===== src/verilog/dipf_defs.svh =====
`ifndef DIPF_DEFS_SVH
`define DIPF_DEFS_SVH

// Link timing
`define DIPF_REF_PERIOD_NS 4
`define DIPF_LINK_PERIOD_NS 32
`define DIPF_CTL_MIN_CHARS 4'hC
`define DIPF_PREAMBLE_LEN 4'h8

// Character codes
`define DIPF_ISLAND_CTL 4'h5
`define DIPF_GUARD_CHAR 10'h133
`define DIPF_GUARD_NIB_TOP 2'h3

// Packet structure
`define DIPF_PKT_LAST 5'h1F
`define DIPF_MAX_PKTS 5'h12
`define DIPF_HDR_DATA_BITS 24
`define DIPF_SUB_DATA_BITS 56
`define DIPF_BCH_POLY 8'h83
`define DIPF_FIFO_DEPTH 8

// Packet type codes
`define DIPF_TYPE_NULL 8'h00
`define DIPF_TYPE_CLK_REGEN 8'h01
`define DIPF_TYPE_AUDIO 8'h02
`define DIPF_TYPE_GEN_CTRL 8'h03
`define DIPF_TYPE_CONTENT_PROT 8'h04
`define DIPF_TYPE_REC_CODE_A 8'h05
`define DIPF_TYPE_REC_CODE_B 8'h06
`define DIPF_TYPE_ONE_BIT_AUDIO 8'h07
`define DIPF_TYPE_DIRECT_STREAM 8'h08
`define DIPF_TYPE_HIGH_BITRATE 8'h09
`define DIPF_TYPE_GAMUT 8'h0A
`define DIPF_TYPE_INFO_BASE 8'h80
`define DIPF_TYPE_INFO_LAST 8'h85

`endif


===== src/verilog/dipf_fix_note_unused.sv =====
`timescale 1ns/1ns


===== src/verilog/dipf_pkg.sv =====
package dipf_pkg;

    typedef enum logic [3:0] {
        DIPF_CLS_NULL,
        DIPF_CLS_CLK_REGEN,
        DIPF_CLS_AUDIO,
        DIPF_CLS_GEN_CTRL,
        DIPF_CLS_CONTENT_PROT,
        DIPF_CLS_REC_CODE_A,
        DIPF_CLS_REC_CODE_B,
        DIPF_CLS_ONE_BIT_AUDIO,
        DIPF_CLS_DIRECT_STREAM,
        DIPF_CLS_HIGH_BITRATE,
        DIPF_CLS_GAMUT,
        DIPF_CLS_INFO_FRAME,
        DIPF_CLS_UNKNOWN
    } dipf_class_t;

    typedef enum {
        DIPF_ST_HUNT,
        DIPF_ST_ARMED,
        DIPF_ST_LEAD,
        DIPF_ST_PACKET,
        DIPF_ST_NEXT,
        DIPF_ST_TRAIL
    } dipf_state_t;

    typedef struct packed {
        logic ctl;
        logic [3:0] control_code_bits;
        logic [3:0] nib0;
        logic [3:0] nib1;
        logic [3:0] nib2;
        logic [9:0] char1;
        logic [9:0] char2;
    } dipf_link_t;

    typedef struct packed {
        dipf_class_t pkt_class;
        logic [7:0] header_byte_zero;
        logic [7:0] header_byte_one;
        logic [7:0] header_byte_two;
        logic [223:0] packet_body_bytes;
        logic hdr_err;
        logic [3:0] sub_err;
        logic [1:0] sync;
    } dipf_packet_t;

endpackage


===== src/verilog/dipf_deframer.sv =====
`timescale 1ns/1ns
`include "dipf_defs.svh"

module dipf_fifo #(
    parameter int WIDTH = 8,
    parameter int DEPTH = 8
) (
    // Clock and reset
    input wire logic clk,
    input wire logic rst_n,
    // Fill side
    input wire logic in_valid,
    output logic in_ready,
    input wire logic [WIDTH-1:0] in_data,
    // Drain side
    output logic out_valid,
    input wire logic out_ready,
    output logic [WIDTH-1:0] out_data
);
    localparam int AW = $clog2(DEPTH);
    localparam logic [AW:0] FULL_CNT = (AW+1)'(DEPTH);
    localparam logic [AW-1:0] LAST_PTR = AW'(DEPTH - 1);

    logic [WIDTH-1:0] mem [0:DEPTH-1];
    logic [AW-1:0] wr_reg;
    logic [AW-1:0] rd_reg;
    logic [AW:0] cnt_reg;
    wire push = in_valid && in_ready;
    wire pop = out_valid && out_ready;
    wire [AW-1:0] wr_next = (wr_reg == LAST_PTR) ? '0 : wr_reg + 1'b1;
    wire [AW-1:0] rd_next = (rd_reg == LAST_PTR) ? '0 : rd_reg + 1'b1;

    assign in_ready = (cnt_reg != FULL_CNT);
    assign out_valid = (cnt_reg != '0);
    assign out_data = mem[rd_reg];

    always_ff @(posedge clk) begin
        if (push) begin
            mem[wr_reg] <= in_data;
        end
    end

    always_ff @(posedge clk or negedge rst_n) begin
        if (!rst_n) begin
            wr_reg <= '0;
            rd_reg <= '0;
            cnt_reg <= '0;
        end else begin
            if (push) begin
                wr_reg <= wr_next;
            end
            if (pop) begin
                rd_reg <= rd_next;
            end
            if (push && !pop) begin
                cnt_reg <= cnt_reg + 1'b1;
            end else if (pop && !push) begin
                cnt_reg <= cnt_reg - 1'b1;
            end
        end
    end
endmodule

// How it works
// Source chooses island start and length
// Control periods at least twelve characters
// Island holds a packet, 36 characters minimum
// Whole packets only, at most eighteen
// Any number of islands between video
// Source sends an island every two fields
// Two guard characters open and close islands
// Guard channel 0 nibble 0xC-0xF from syncs
// Guard channels 1, 2 carry fixed character
// Each packet spans thirty-two characters
// Subpacket is 56 data, 8 parity bits
// Block N rides bit N, channels 1, 2
// Subpacket k bytes are body bytes 7k..7k+6
// Parity generator is 1+x^6+x^7+x^8
// Header parity covers 24 header bits only
// First header byte is packet type
// Base packet type codes decoded to classes
// Info frames are 0x80 plus frame type
// Every packet type accepted without harm
// Null packets are all zero bytes
// Null packet header tail and body ignored
// Eight 1010 control characters announce islands
// Channel 0 carries syncs and header bit
// Bits go LSB first, even on channel 1
module dipf_deframer (
    // Clock and reset
    input wire logic ref_clk,
    input wire logic rst_n,
    // Link side
    input wire logic link_clk,
    input wire dipf_pkg::dipf_link_t link_in,
    // Packet output
    output logic pkt_valid,
    input wire logic pkt_ready,
    output dipf_pkg::dipf_packet_t pkt_out,
    // Status
    output logic island_active,
    output logic [1:0] island_sync,
    output logic guard_err,
    output logic too_many_pkts,
    output logic short_ctl,
    output logic overflow
);
    localparam int PKT_W = $bits(dipf_pkg::dipf_packet_t);

    function automatic logic [7:0] dipf_bch(input logic [55:0] d,
                                            input int n);
        logic [7:0] e;
        logic fb;
        e = 8'h00;
        for (int i = 0; i < 56; i++) begin
            if (i < n) begin
                fb = d[i] ^ e[0];
                e = {1'b0, e[7:1]} ^ (fb ? `DIPF_BCH_POLY : 8'h00);
            end
        end
        return e;
    endfunction

    function automatic dipf_pkg::dipf_class_t dipf_class_of(
        input logic [7:0] t);
        dipf_pkg::dipf_class_t c;
        c = dipf_pkg::DIPF_CLS_UNKNOWN;
        case (t)
            `DIPF_TYPE_NULL: c = dipf_pkg::DIPF_CLS_NULL;
            `DIPF_TYPE_CLK_REGEN: c = dipf_pkg::DIPF_CLS_CLK_REGEN;
            `DIPF_TYPE_AUDIO: c = dipf_pkg::DIPF_CLS_AUDIO;
            `DIPF_TYPE_GEN_CTRL: c = dipf_pkg::DIPF_CLS_GEN_CTRL;
            `DIPF_TYPE_CONTENT_PROT: c = dipf_pkg::DIPF_CLS_CONTENT_PROT;
            `DIPF_TYPE_REC_CODE_A: c = dipf_pkg::DIPF_CLS_REC_CODE_A;
            `DIPF_TYPE_REC_CODE_B: c = dipf_pkg::DIPF_CLS_REC_CODE_B;
            `DIPF_TYPE_ONE_BIT_AUDIO: c = dipf_pkg::DIPF_CLS_ONE_BIT_AUDIO;
            `DIPF_TYPE_DIRECT_STREAM: c = dipf_pkg::DIPF_CLS_DIRECT_STREAM;
            `DIPF_TYPE_HIGH_BITRATE: c = dipf_pkg::DIPF_CLS_HIGH_BITRATE;
            `DIPF_TYPE_GAMUT: c = dipf_pkg::DIPF_CLS_GAMUT;
            default: begin
                if (t > `DIPF_TYPE_INFO_BASE && t <= `DIPF_TYPE_INFO_LAST) begin
                    c = dipf_pkg::DIPF_CLS_INFO_FRAME;
                end
            end
        endcase
        return c;
    endfunction

    // Synchronisers
    logic clk_s1_reg;
    logic clk_s2_reg;
    logic clk_s3_reg;
    dipf_pkg::dipf_link_t lnk_s1_reg;
    dipf_pkg::dipf_link_t lnk_s2_reg;

    always_ff @(posedge ref_clk or negedge rst_n) begin
        if (!rst_n) begin
            clk_s1_reg <= 1'b0;
            clk_s2_reg <= 1'b0;
            clk_s3_reg <= 1'b0;
            lnk_s1_reg <= '0;
            lnk_s2_reg <= '0;
        end else begin
            clk_s1_reg <= link_clk;
            clk_s2_reg <= clk_s1_reg;
            clk_s3_reg <= clk_s2_reg;
            lnk_s1_reg <= link_in;
            lnk_s2_reg <= lnk_s1_reg;
        end
    end

    // Character strobe on the falling link edge, mid-character
    wire chr_stb = clk_s3_reg && !clk_s2_reg;
    dipf_pkg::dipf_link_t w;
    assign w = lnk_s2_reg;
    wire is_pre = w.ctl && (w.control_code_bits == `DIPF_ISLAND_CTL);
    wire is_guard = !w.ctl && (w.char1 == `DIPF_GUARD_CHAR)
        && (w.char2 == `DIPF_GUARD_CHAR)
        && (w.nib0[3:2] == `DIPF_GUARD_NIB_TOP);

    dipf_pkg::dipf_state_t state_reg;
    dipf_pkg::dipf_state_t state_next;
    logic [3:0] pre_cnt_reg;
    logic [4:0] bit_cnt_reg;
    logic [4:0] pkt_cnt_reg;
    logic [3:0] ctl_cnt_reg;
    logic prev_ctl_reg;
    logic done_reg;
    logic [31:0] hdr_reg;
    logic [63:0] sub_reg [0:3];

    wire in_pkt = (state_reg == dipf_pkg::DIPF_ST_PACKET);
    wire in_next = (state_reg == dipf_pkg::DIPF_ST_NEXT);
    wire capture = chr_stb && !w.ctl && (in_pkt || (in_next && !is_guard));
    wire [4:0] idx = in_next ? 5'h00 : bit_cnt_reg;
    wire last_chr = capture && (idx == `DIPF_PKT_LAST);
    wire pre_full = is_pre && (pre_cnt_reg == `DIPF_PREAMBLE_LEN - 4'h1);
    wire sync_upd = chr_stb && !w.ctl && (state_reg != dipf_pkg::DIPF_ST_HUNT)
        && (state_reg != dipf_pkg::DIPF_ST_ARMED || is_guard);

    always_comb begin
        state_next = state_reg;
        case (state_reg)
            dipf_pkg::DIPF_ST_HUNT: begin
                if (pre_full) begin
                    state_next = dipf_pkg::DIPF_ST_ARMED;
                end
            end
            dipf_pkg::DIPF_ST_ARMED: begin
                if (is_guard) begin
                    state_next = dipf_pkg::DIPF_ST_LEAD;
                end else if (!is_pre) begin
                    state_next = dipf_pkg::DIPF_ST_HUNT;
                end
            end
            dipf_pkg::DIPF_ST_LEAD: begin
                state_next = is_guard ? dipf_pkg::DIPF_ST_PACKET
                                      : dipf_pkg::DIPF_ST_HUNT;
            end
            dipf_pkg::DIPF_ST_PACKET: begin
                if (w.ctl) begin
                    state_next = dipf_pkg::DIPF_ST_HUNT;
                end else if (last_chr) begin
                    state_next = dipf_pkg::DIPF_ST_NEXT;
                end
            end
            dipf_pkg::DIPF_ST_NEXT: begin
                if (is_guard) begin
                    state_next = dipf_pkg::DIPF_ST_TRAIL;
                end else if (w.ctl) begin
                    state_next = dipf_pkg::DIPF_ST_HUNT;
                end else begin
                    state_next = dipf_pkg::DIPF_ST_PACKET;
                end
            end
            dipf_pkg::DIPF_ST_TRAIL: begin
                state_next = dipf_pkg::DIPF_ST_HUNT;
            end
            default: begin
                state_next = dipf_pkg::DIPF_ST_HUNT;
            end
        endcase
    end

    wire lead_bad = (state_reg == dipf_pkg::DIPF_ST_LEAD) && !is_guard;
    wire trail_bad = (state_reg == dipf_pkg::DIPF_ST_TRAIL) && !is_guard;
    wire pkt_abort = (in_pkt || in_next) && w.ctl;
    wire ctl_end = prev_ctl_reg && !w.ctl;

    always_ff @(posedge ref_clk or negedge rst_n) begin
        if (!rst_n) begin
            state_reg <= dipf_pkg::DIPF_ST_HUNT;
        end else if (chr_stb) begin
            state_reg <= state_next;
        end
    end

    always_ff @(posedge ref_clk or negedge rst_n) begin
        if (!rst_n) begin
            pre_cnt_reg <= 4'h0;
            ctl_cnt_reg <= 4'h0;
            prev_ctl_reg <= 1'b0;
        end else if (chr_stb) begin
            pre_cnt_reg <= is_pre && !pre_full ? pre_cnt_reg + 4'h1 : 4'h0;
            prev_ctl_reg <= w.ctl;
            if (!w.ctl) begin
                ctl_cnt_reg <= 4'h0;
            end else if (ctl_cnt_reg != 4'hF) begin
                ctl_cnt_reg <= ctl_cnt_reg + 4'h1;
            end
        end
    end

    always_ff @(posedge ref_clk or negedge rst_n) begin
        if (!rst_n) begin
            bit_cnt_reg <= 5'h00;
            pkt_cnt_reg <= 5'h00;
        end else if (chr_stb) begin
            if (state_reg == dipf_pkg::DIPF_ST_LEAD) begin
                bit_cnt_reg <= 5'h00;
                pkt_cnt_reg <= 5'h00;
            end else if (capture) begin
                bit_cnt_reg <= idx + 5'h01;
                if (last_chr && pkt_cnt_reg != 5'h1F) begin
                    pkt_cnt_reg <= pkt_cnt_reg + 5'h01;
                end
            end
        end
    end

    // Header bit on channel 0 bit 2, LSB first
    always_ff @(posedge ref_clk or negedge rst_n) begin
        if (!rst_n) begin
            hdr_reg <= 32'h0000_0000;
        end else if (capture) begin
            hdr_reg[idx] <= w.nib0[2];
        end
    end

    // Block n on bit n: even bit channel 1, odd bit channel 2
    for (genvar n = 0; n < 4; n++) begin : g_sub
        always_ff @(posedge ref_clk or negedge rst_n) begin
            if (!rst_n) begin
                sub_reg[n] <= 64'h0;
            end else if (capture) begin
                sub_reg[n][{idx, 1'b0}] <= w.nib1[n];
                sub_reg[n][{idx, 1'b1}] <= w.nib2[n];
            end
        end
    end

    // Packet assembly
    dipf_pkg::dipf_packet_t pkt_asm;
    wire [7:0] hb0 = hdr_reg[7:0];
    wire is_null = (hb0 == `DIPF_TYPE_NULL);
    wire [7:0] hdr_par = dipf_bch({32'h0, hdr_reg[23:0]},
                                  `DIPF_HDR_DATA_BITS);
    logic [223:0] body;
    logic [3:0] sub_bad;

    for (genvar k = 0; k < 4; k++) begin : g_body
        // Subpacket k byte j lands at body byte 7k+j
        assign body[k*56 +: 56] = sub_reg[k][55:0];
        assign sub_bad[k] = dipf_bch(sub_reg[k][55:0],
            `DIPF_SUB_DATA_BITS) != sub_reg[k][63:56]; // see R11
    end

    assign pkt_asm.pkt_class = dipf_class_of(hb0); // see R17
    assign pkt_asm.header_byte_zero = hb0;
    assign pkt_asm.header_byte_one = is_null ? 8'h00 : hdr_reg[15:8];
    assign pkt_asm.header_byte_two = is_null ? 8'h00 : hdr_reg[23:16];
    assign pkt_asm.packet_body_bytes = is_null ? 224'h0 : body;
    assign pkt_asm.hdr_err = (hdr_par != hdr_reg[31:24]);
    assign pkt_asm.sub_err = sub_bad;
    assign pkt_asm.sync = island_sync;

    logic fifo_ready;

    // Every type is queued, unknown ones included; null packets get their header tail and body zeroed
    dipf_fifo #(
        .WIDTH(PKT_W),
        .DEPTH(`DIPF_FIFO_DEPTH)
    ) u_fifo (
        .clk(ref_clk),
        .rst_n(rst_n),
        .in_valid(done_reg),
        .in_ready(fifo_ready),
        .in_data(pkt_asm),
        .out_valid(pkt_valid),
        .out_ready(pkt_ready),
        .out_data(pkt_out)
    );

    always_ff @(posedge ref_clk or negedge rst_n) begin
        if (!rst_n) begin
            done_reg <= 1'b0;
            island_sync <= 2'h0;
            guard_err <= 1'b0;
            too_many_pkts <= 1'b0;
            short_ctl <= 1'b0;
            overflow <= 1'b0;
            island_active <= 1'b0;
        end else begin
            done_reg <= last_chr;
            overflow <= done_reg && !fifo_ready;
            guard_err <= chr_stb && (lead_bad || trail_bad || pkt_abort);
            too_many_pkts <= last_chr
                && (pkt_cnt_reg >= `DIPF_MAX_PKTS);
            short_ctl <= chr_stb && ctl_end
                && (ctl_cnt_reg < `DIPF_CTL_MIN_CHARS);
            island_active <= (state_reg != dipf_pkg::DIPF_ST_HUNT)
                && (state_reg != dipf_pkg::DIPF_ST_ARMED);
            if (sync_upd) begin
                island_sync <= w.nib0[1:0]; // see R23
            end
        end
    end
endmodule


===== config.mk =====
export PLATFORM = sky130hd
export DESIGN_NAME = dipf_deframer
export DESIGN_NICKNAME = d
export VERILOG_FILES = /design/src/verilog/dipf_fix_note_unused.sv /design/src/verilog/dipf_pkg.sv /design/src/verilog/dipf_deframer.sv
export VERILOG_INCLUDE_DIRS = /design/src /design/src/verilog
export SDC_FILE = /design/constraint.sdc
export NUM_CORES = 2
export LEC_CHECK = 0
export ABC_AREA = 1
export BUFFER_PORTS_ARGS = -buffer_cell sky130_fd_sc_hd__buf_4
export CORE_UTILIZATION = 38
export DETAILED_ROUTE_END_ITERATION = 6
export PLACE_DENSITY = 0.62
export SLEW_MARGIN = 20
export SYNTH_ARGS = -nofsm -noshare
export SYNTH_HDL_FRONTEND = slang
export SYNTH_HIERARCHICAL = 1
export SYNTH_SLANG_ARGS = --single-unit

===== constraint.sdc =====
create_clock -name ref_clk -period 15.3 [get_ports ref_clk]
set_clock_uncertainty 0.2 [all_clocks]
set_input_delay 0.765 -clock ref_clk [delete_from_list [all_inputs] [get_ports ref_clk]]
set_output_delay 0.765 -clock ref_clk [all_outputs]
set_load 0.05 [all_outputs]

==> metrics <==
outcome=finished clean; startpoint types=flip-flop; Gate power share=0.005; Die X=~540 µm; Total GRT Usage=0.204; Final TNS setup=0 ns; unrepaired setup endpoints after global routing=false; CTS sink count=around 2500; cell mode on critical path=nand2_1; Final HPWL DP=between 150 and 200 mm; cts repair resizes=0; VDD IR-drop max=approximately 79 µV; first-pass GRT wire length=approximately 450 mm; core area=285000 µm²; Final Setup Violations=0; Area growth syn-to-layout=14.1%; Critical Path Fanout Max=8; Hold Crit Class=reg2reg; Post-CTS Setup Bufs=0; synth warn=6; clock root cell=clkbuf_16; largest net degree at the start of global routing=roughly 250; number of global-route vias before repair=around 74000; Cell Area, Synth=roughly 110000 µm²; Pins Over Slew Limit=0; DRC=0; achievable frequency=0.136 GHz; Int Pwr=11.1 mW; commonest non-fill, non-tap cell in the layout=nand2_1; 1st-pass router iterations=6; share of post-route cells with drive strength above 1=0.112; R2R Path End=u_fifo/mem[1][5]$_DFFE_PP_; EDFF count, synth=roughly 2100; WP data arrival=approximately 7.7 ns; 1st-iter DRT viols=between 6000 and 7000; Reg area=between 70000 and 80000 µm²; PwrDens=between 100 and 150 nW/µm²; WS Path Type=reg2reg; initial antenna violation count=8; slowest stage cell on the critical path=dfrtp_1; die area=just under 300000 µm²; CP endpoint kind=flip-flop; number of synthesized register bits=approximately 2500; Hold EP=lnk_s2_reg[28]$_DFF_PN0_; max reg flops=2072; cell depth of the worst hold path=0; Seq/Total Area, Yosys=0.664; Tmin final=7.35 ns; P_leak=about 42 nW; crit share post-route=0.480; switching share of power=0.198; Design Area, Final=between 100000 and 150000 µm²; Num CTS Buffers=roughly 270; post-route ant nets=0; sequential group share of total power=0.525; max_cap viols=0; r2r worst-path depth=64; CTS tree=done; min-delay src=lnk_s1_reg[28]$_DFF_PN0_; Top reg by flops=u_fifo/mem; via count=approximately 75000; Max clock buf depth=4; final worst setup slack=7.95 ns; Place WS=between 7 and 8 ns; Overflow after GRT=0; Worst-path clk slew=0.06 ns; Starting Density=0.382; worst skew pair latency=0.86 ns; row cnt=~200; Clk pwr share=0.470; Worst Tran Pin Value=~1.2 ns; Mapped Nets=10607; cells after synthesis=about 11000; routability congestion estimate=0.884; Final nets=10846; worst stage delay on the critical path=0.41 ns; ys flop type=edfxtp_1; htree depth=5; sw power=2.73 mW; Layout Utilization=0.436; cell family with most CP delay=simple AND/OR/NAND/NOR gates; DR WL/cell=20.2 µm; asr flop ratio synth=0.164; relative slew slack=0.232; Cell Area, Placed=~110000 µm²; io pins=~310; Fillers=26477; # port buffers=307; most frequent cells in the layout=nand2_1, edfxtp_1, o21ai_0, nor2_1, inv_1; multi-input logic area=between 30000 and 40000 µm²; synth unique cells=50; Req. time, crit path=~16 ns; Worst R2R Setup Slack=around 8.0 ns; WL final=~300 mm; WP buf/inv=5; RR Startpoint=body[170]$_DFFE_PN0P_; Die Y=between 500 and 600 µm; Fin. Hold Viols=0; synthesized area per cell=10.3 µm²; routed vias/inst=about 5.1
kinds of logic (layout without fill, tap and decap cells):
group	Yosys count	in the layout	share of synthesized area
adder cells (fa/ha/maj)	22	22	0.00260
other	0	5	0
AO/OA/AOI/OAI	1383	1383	0.0639
buffers and inverters	1046	1501	0.0385
AND/OR/NAND/NOR	5280	5280	0.201
XOR/XNOR	334	334	0.0294
flip-flops	2477	2477	0.664
multiplexers	2	2	0.000207
area by class of cell:
class,count,area share
sequential,2477,0.583
multi-input combinational,7021,0.261
antenna,5,0.000101
clock buffer,371,0.0607
clock inverter,119,0.0105
tap,3762,0.0379
timing repair buffer,459,0.0303
inverter,552,0.0169
synthesized netlist by cell type, types with 25 or more instances:
library cell,count,share of area
nand3_2,56,0.0051
nand3_1,348,0.016
o21ai_0,866,0.040
nor2_1,827,0.029
dfrtp_1,405,0.093
nand2_2,222,0.013
inv_1,529,0.018
clkbuf_1,320,0.011
nand2_4,44,0.0046
nand3b_1,34,0.0023
o21ai_1,489,0.022
buf_4,25,0.0017
xor2_1,243,0.020
edfxtp_1,2072,0.57
buf_2,123,0.0057
xnor2_1,58,0.0047
nand2_1,3688,0.13
routing by layer:
metal  vias to the layer above  GRT usage  wire length (µm)
met4                         6     0.0737             10700
met5                         -          0                41
met2                      2176      0.342            143000
met3                       501     0.0267             16400
li1                      35492          -                 -
met1                     37019      0.270            128000
power groups by stage:
| stage | clock network, mW | logic [mW] | registers (mW) |
|---|---|---|---|
| 5_1_grt | 6.87 | 0.0716 | 7.23 |
| 4_1_cts | 6.62 | 0.0656 | 7.24 |
| 3_5_place_dp | 0 | 0.0567 | 7.38 |
| 6_report | 6.49 | 0.0634 | 7.24 |
| 3_3_place_gp | 0 | 0.0555 | 7.38 |
| 2_1_floorplan | 0 | 0.0134 | 7.38 |
worst reg2reg max path: cells and delay by family (launching register included):
family	cells	cell delay [ns]
and+or+nand+nor	57	5.35
xor gates and xnor gates	2	0.67
DFF	1	0.41
buffers and inverters	5	0.35
through the flow:
step / hold slack (ns) / total power, mW / std cells
6_report: 0.132 / 13.8 / 14766
3_3_place_gp: 0.133 / 7.43 / 14227
2_1_floorplan: 0.131 / 7.39 / 10544
5_1_grt: 0.150 / 14.2 / 14763
4_1_cts: 0.138 / 13.9 / 14757
3_5_place_dp: 0.135 / 7.43 / 14227
how the worst max path moves through the flow:
stage                                       start                    endpoint  cells past startpoint
floorplan           u_fifo/cnt_reg[0]$_DFFE_PN0P_  u_fifo/mem[0][0]$_DFFE_PP_                      6
global placement            body[168]$_DFFE_PN0P_  u_fifo/mem[4][5]$_DFFE_PP_                     70
detailed placement          body[170]$_DFFE_PN0P_  u_fifo/mem[1][5]$_DFFE_PP_                     66
CTS                         body[170]$_DFFE_PN0P_  u_fifo/mem[1][5]$_DFFE_PP_                     66
global route                body[170]$_DFFE_PN0P_  u_fifo/mem[1][5]$_DFFE_PP_                     64
finish                      body[170]$_DFFE_PN0P_  u_fifo/mem[1][5]$_DFFE_PP_                     64
what timing repair did:
action / CTS / global route
setup endpoints to repair: 0 / 0
hold buffers: 40 / 0
hold endpoints to repair: 121 / 0
Power figures use the tool's default switching activity.
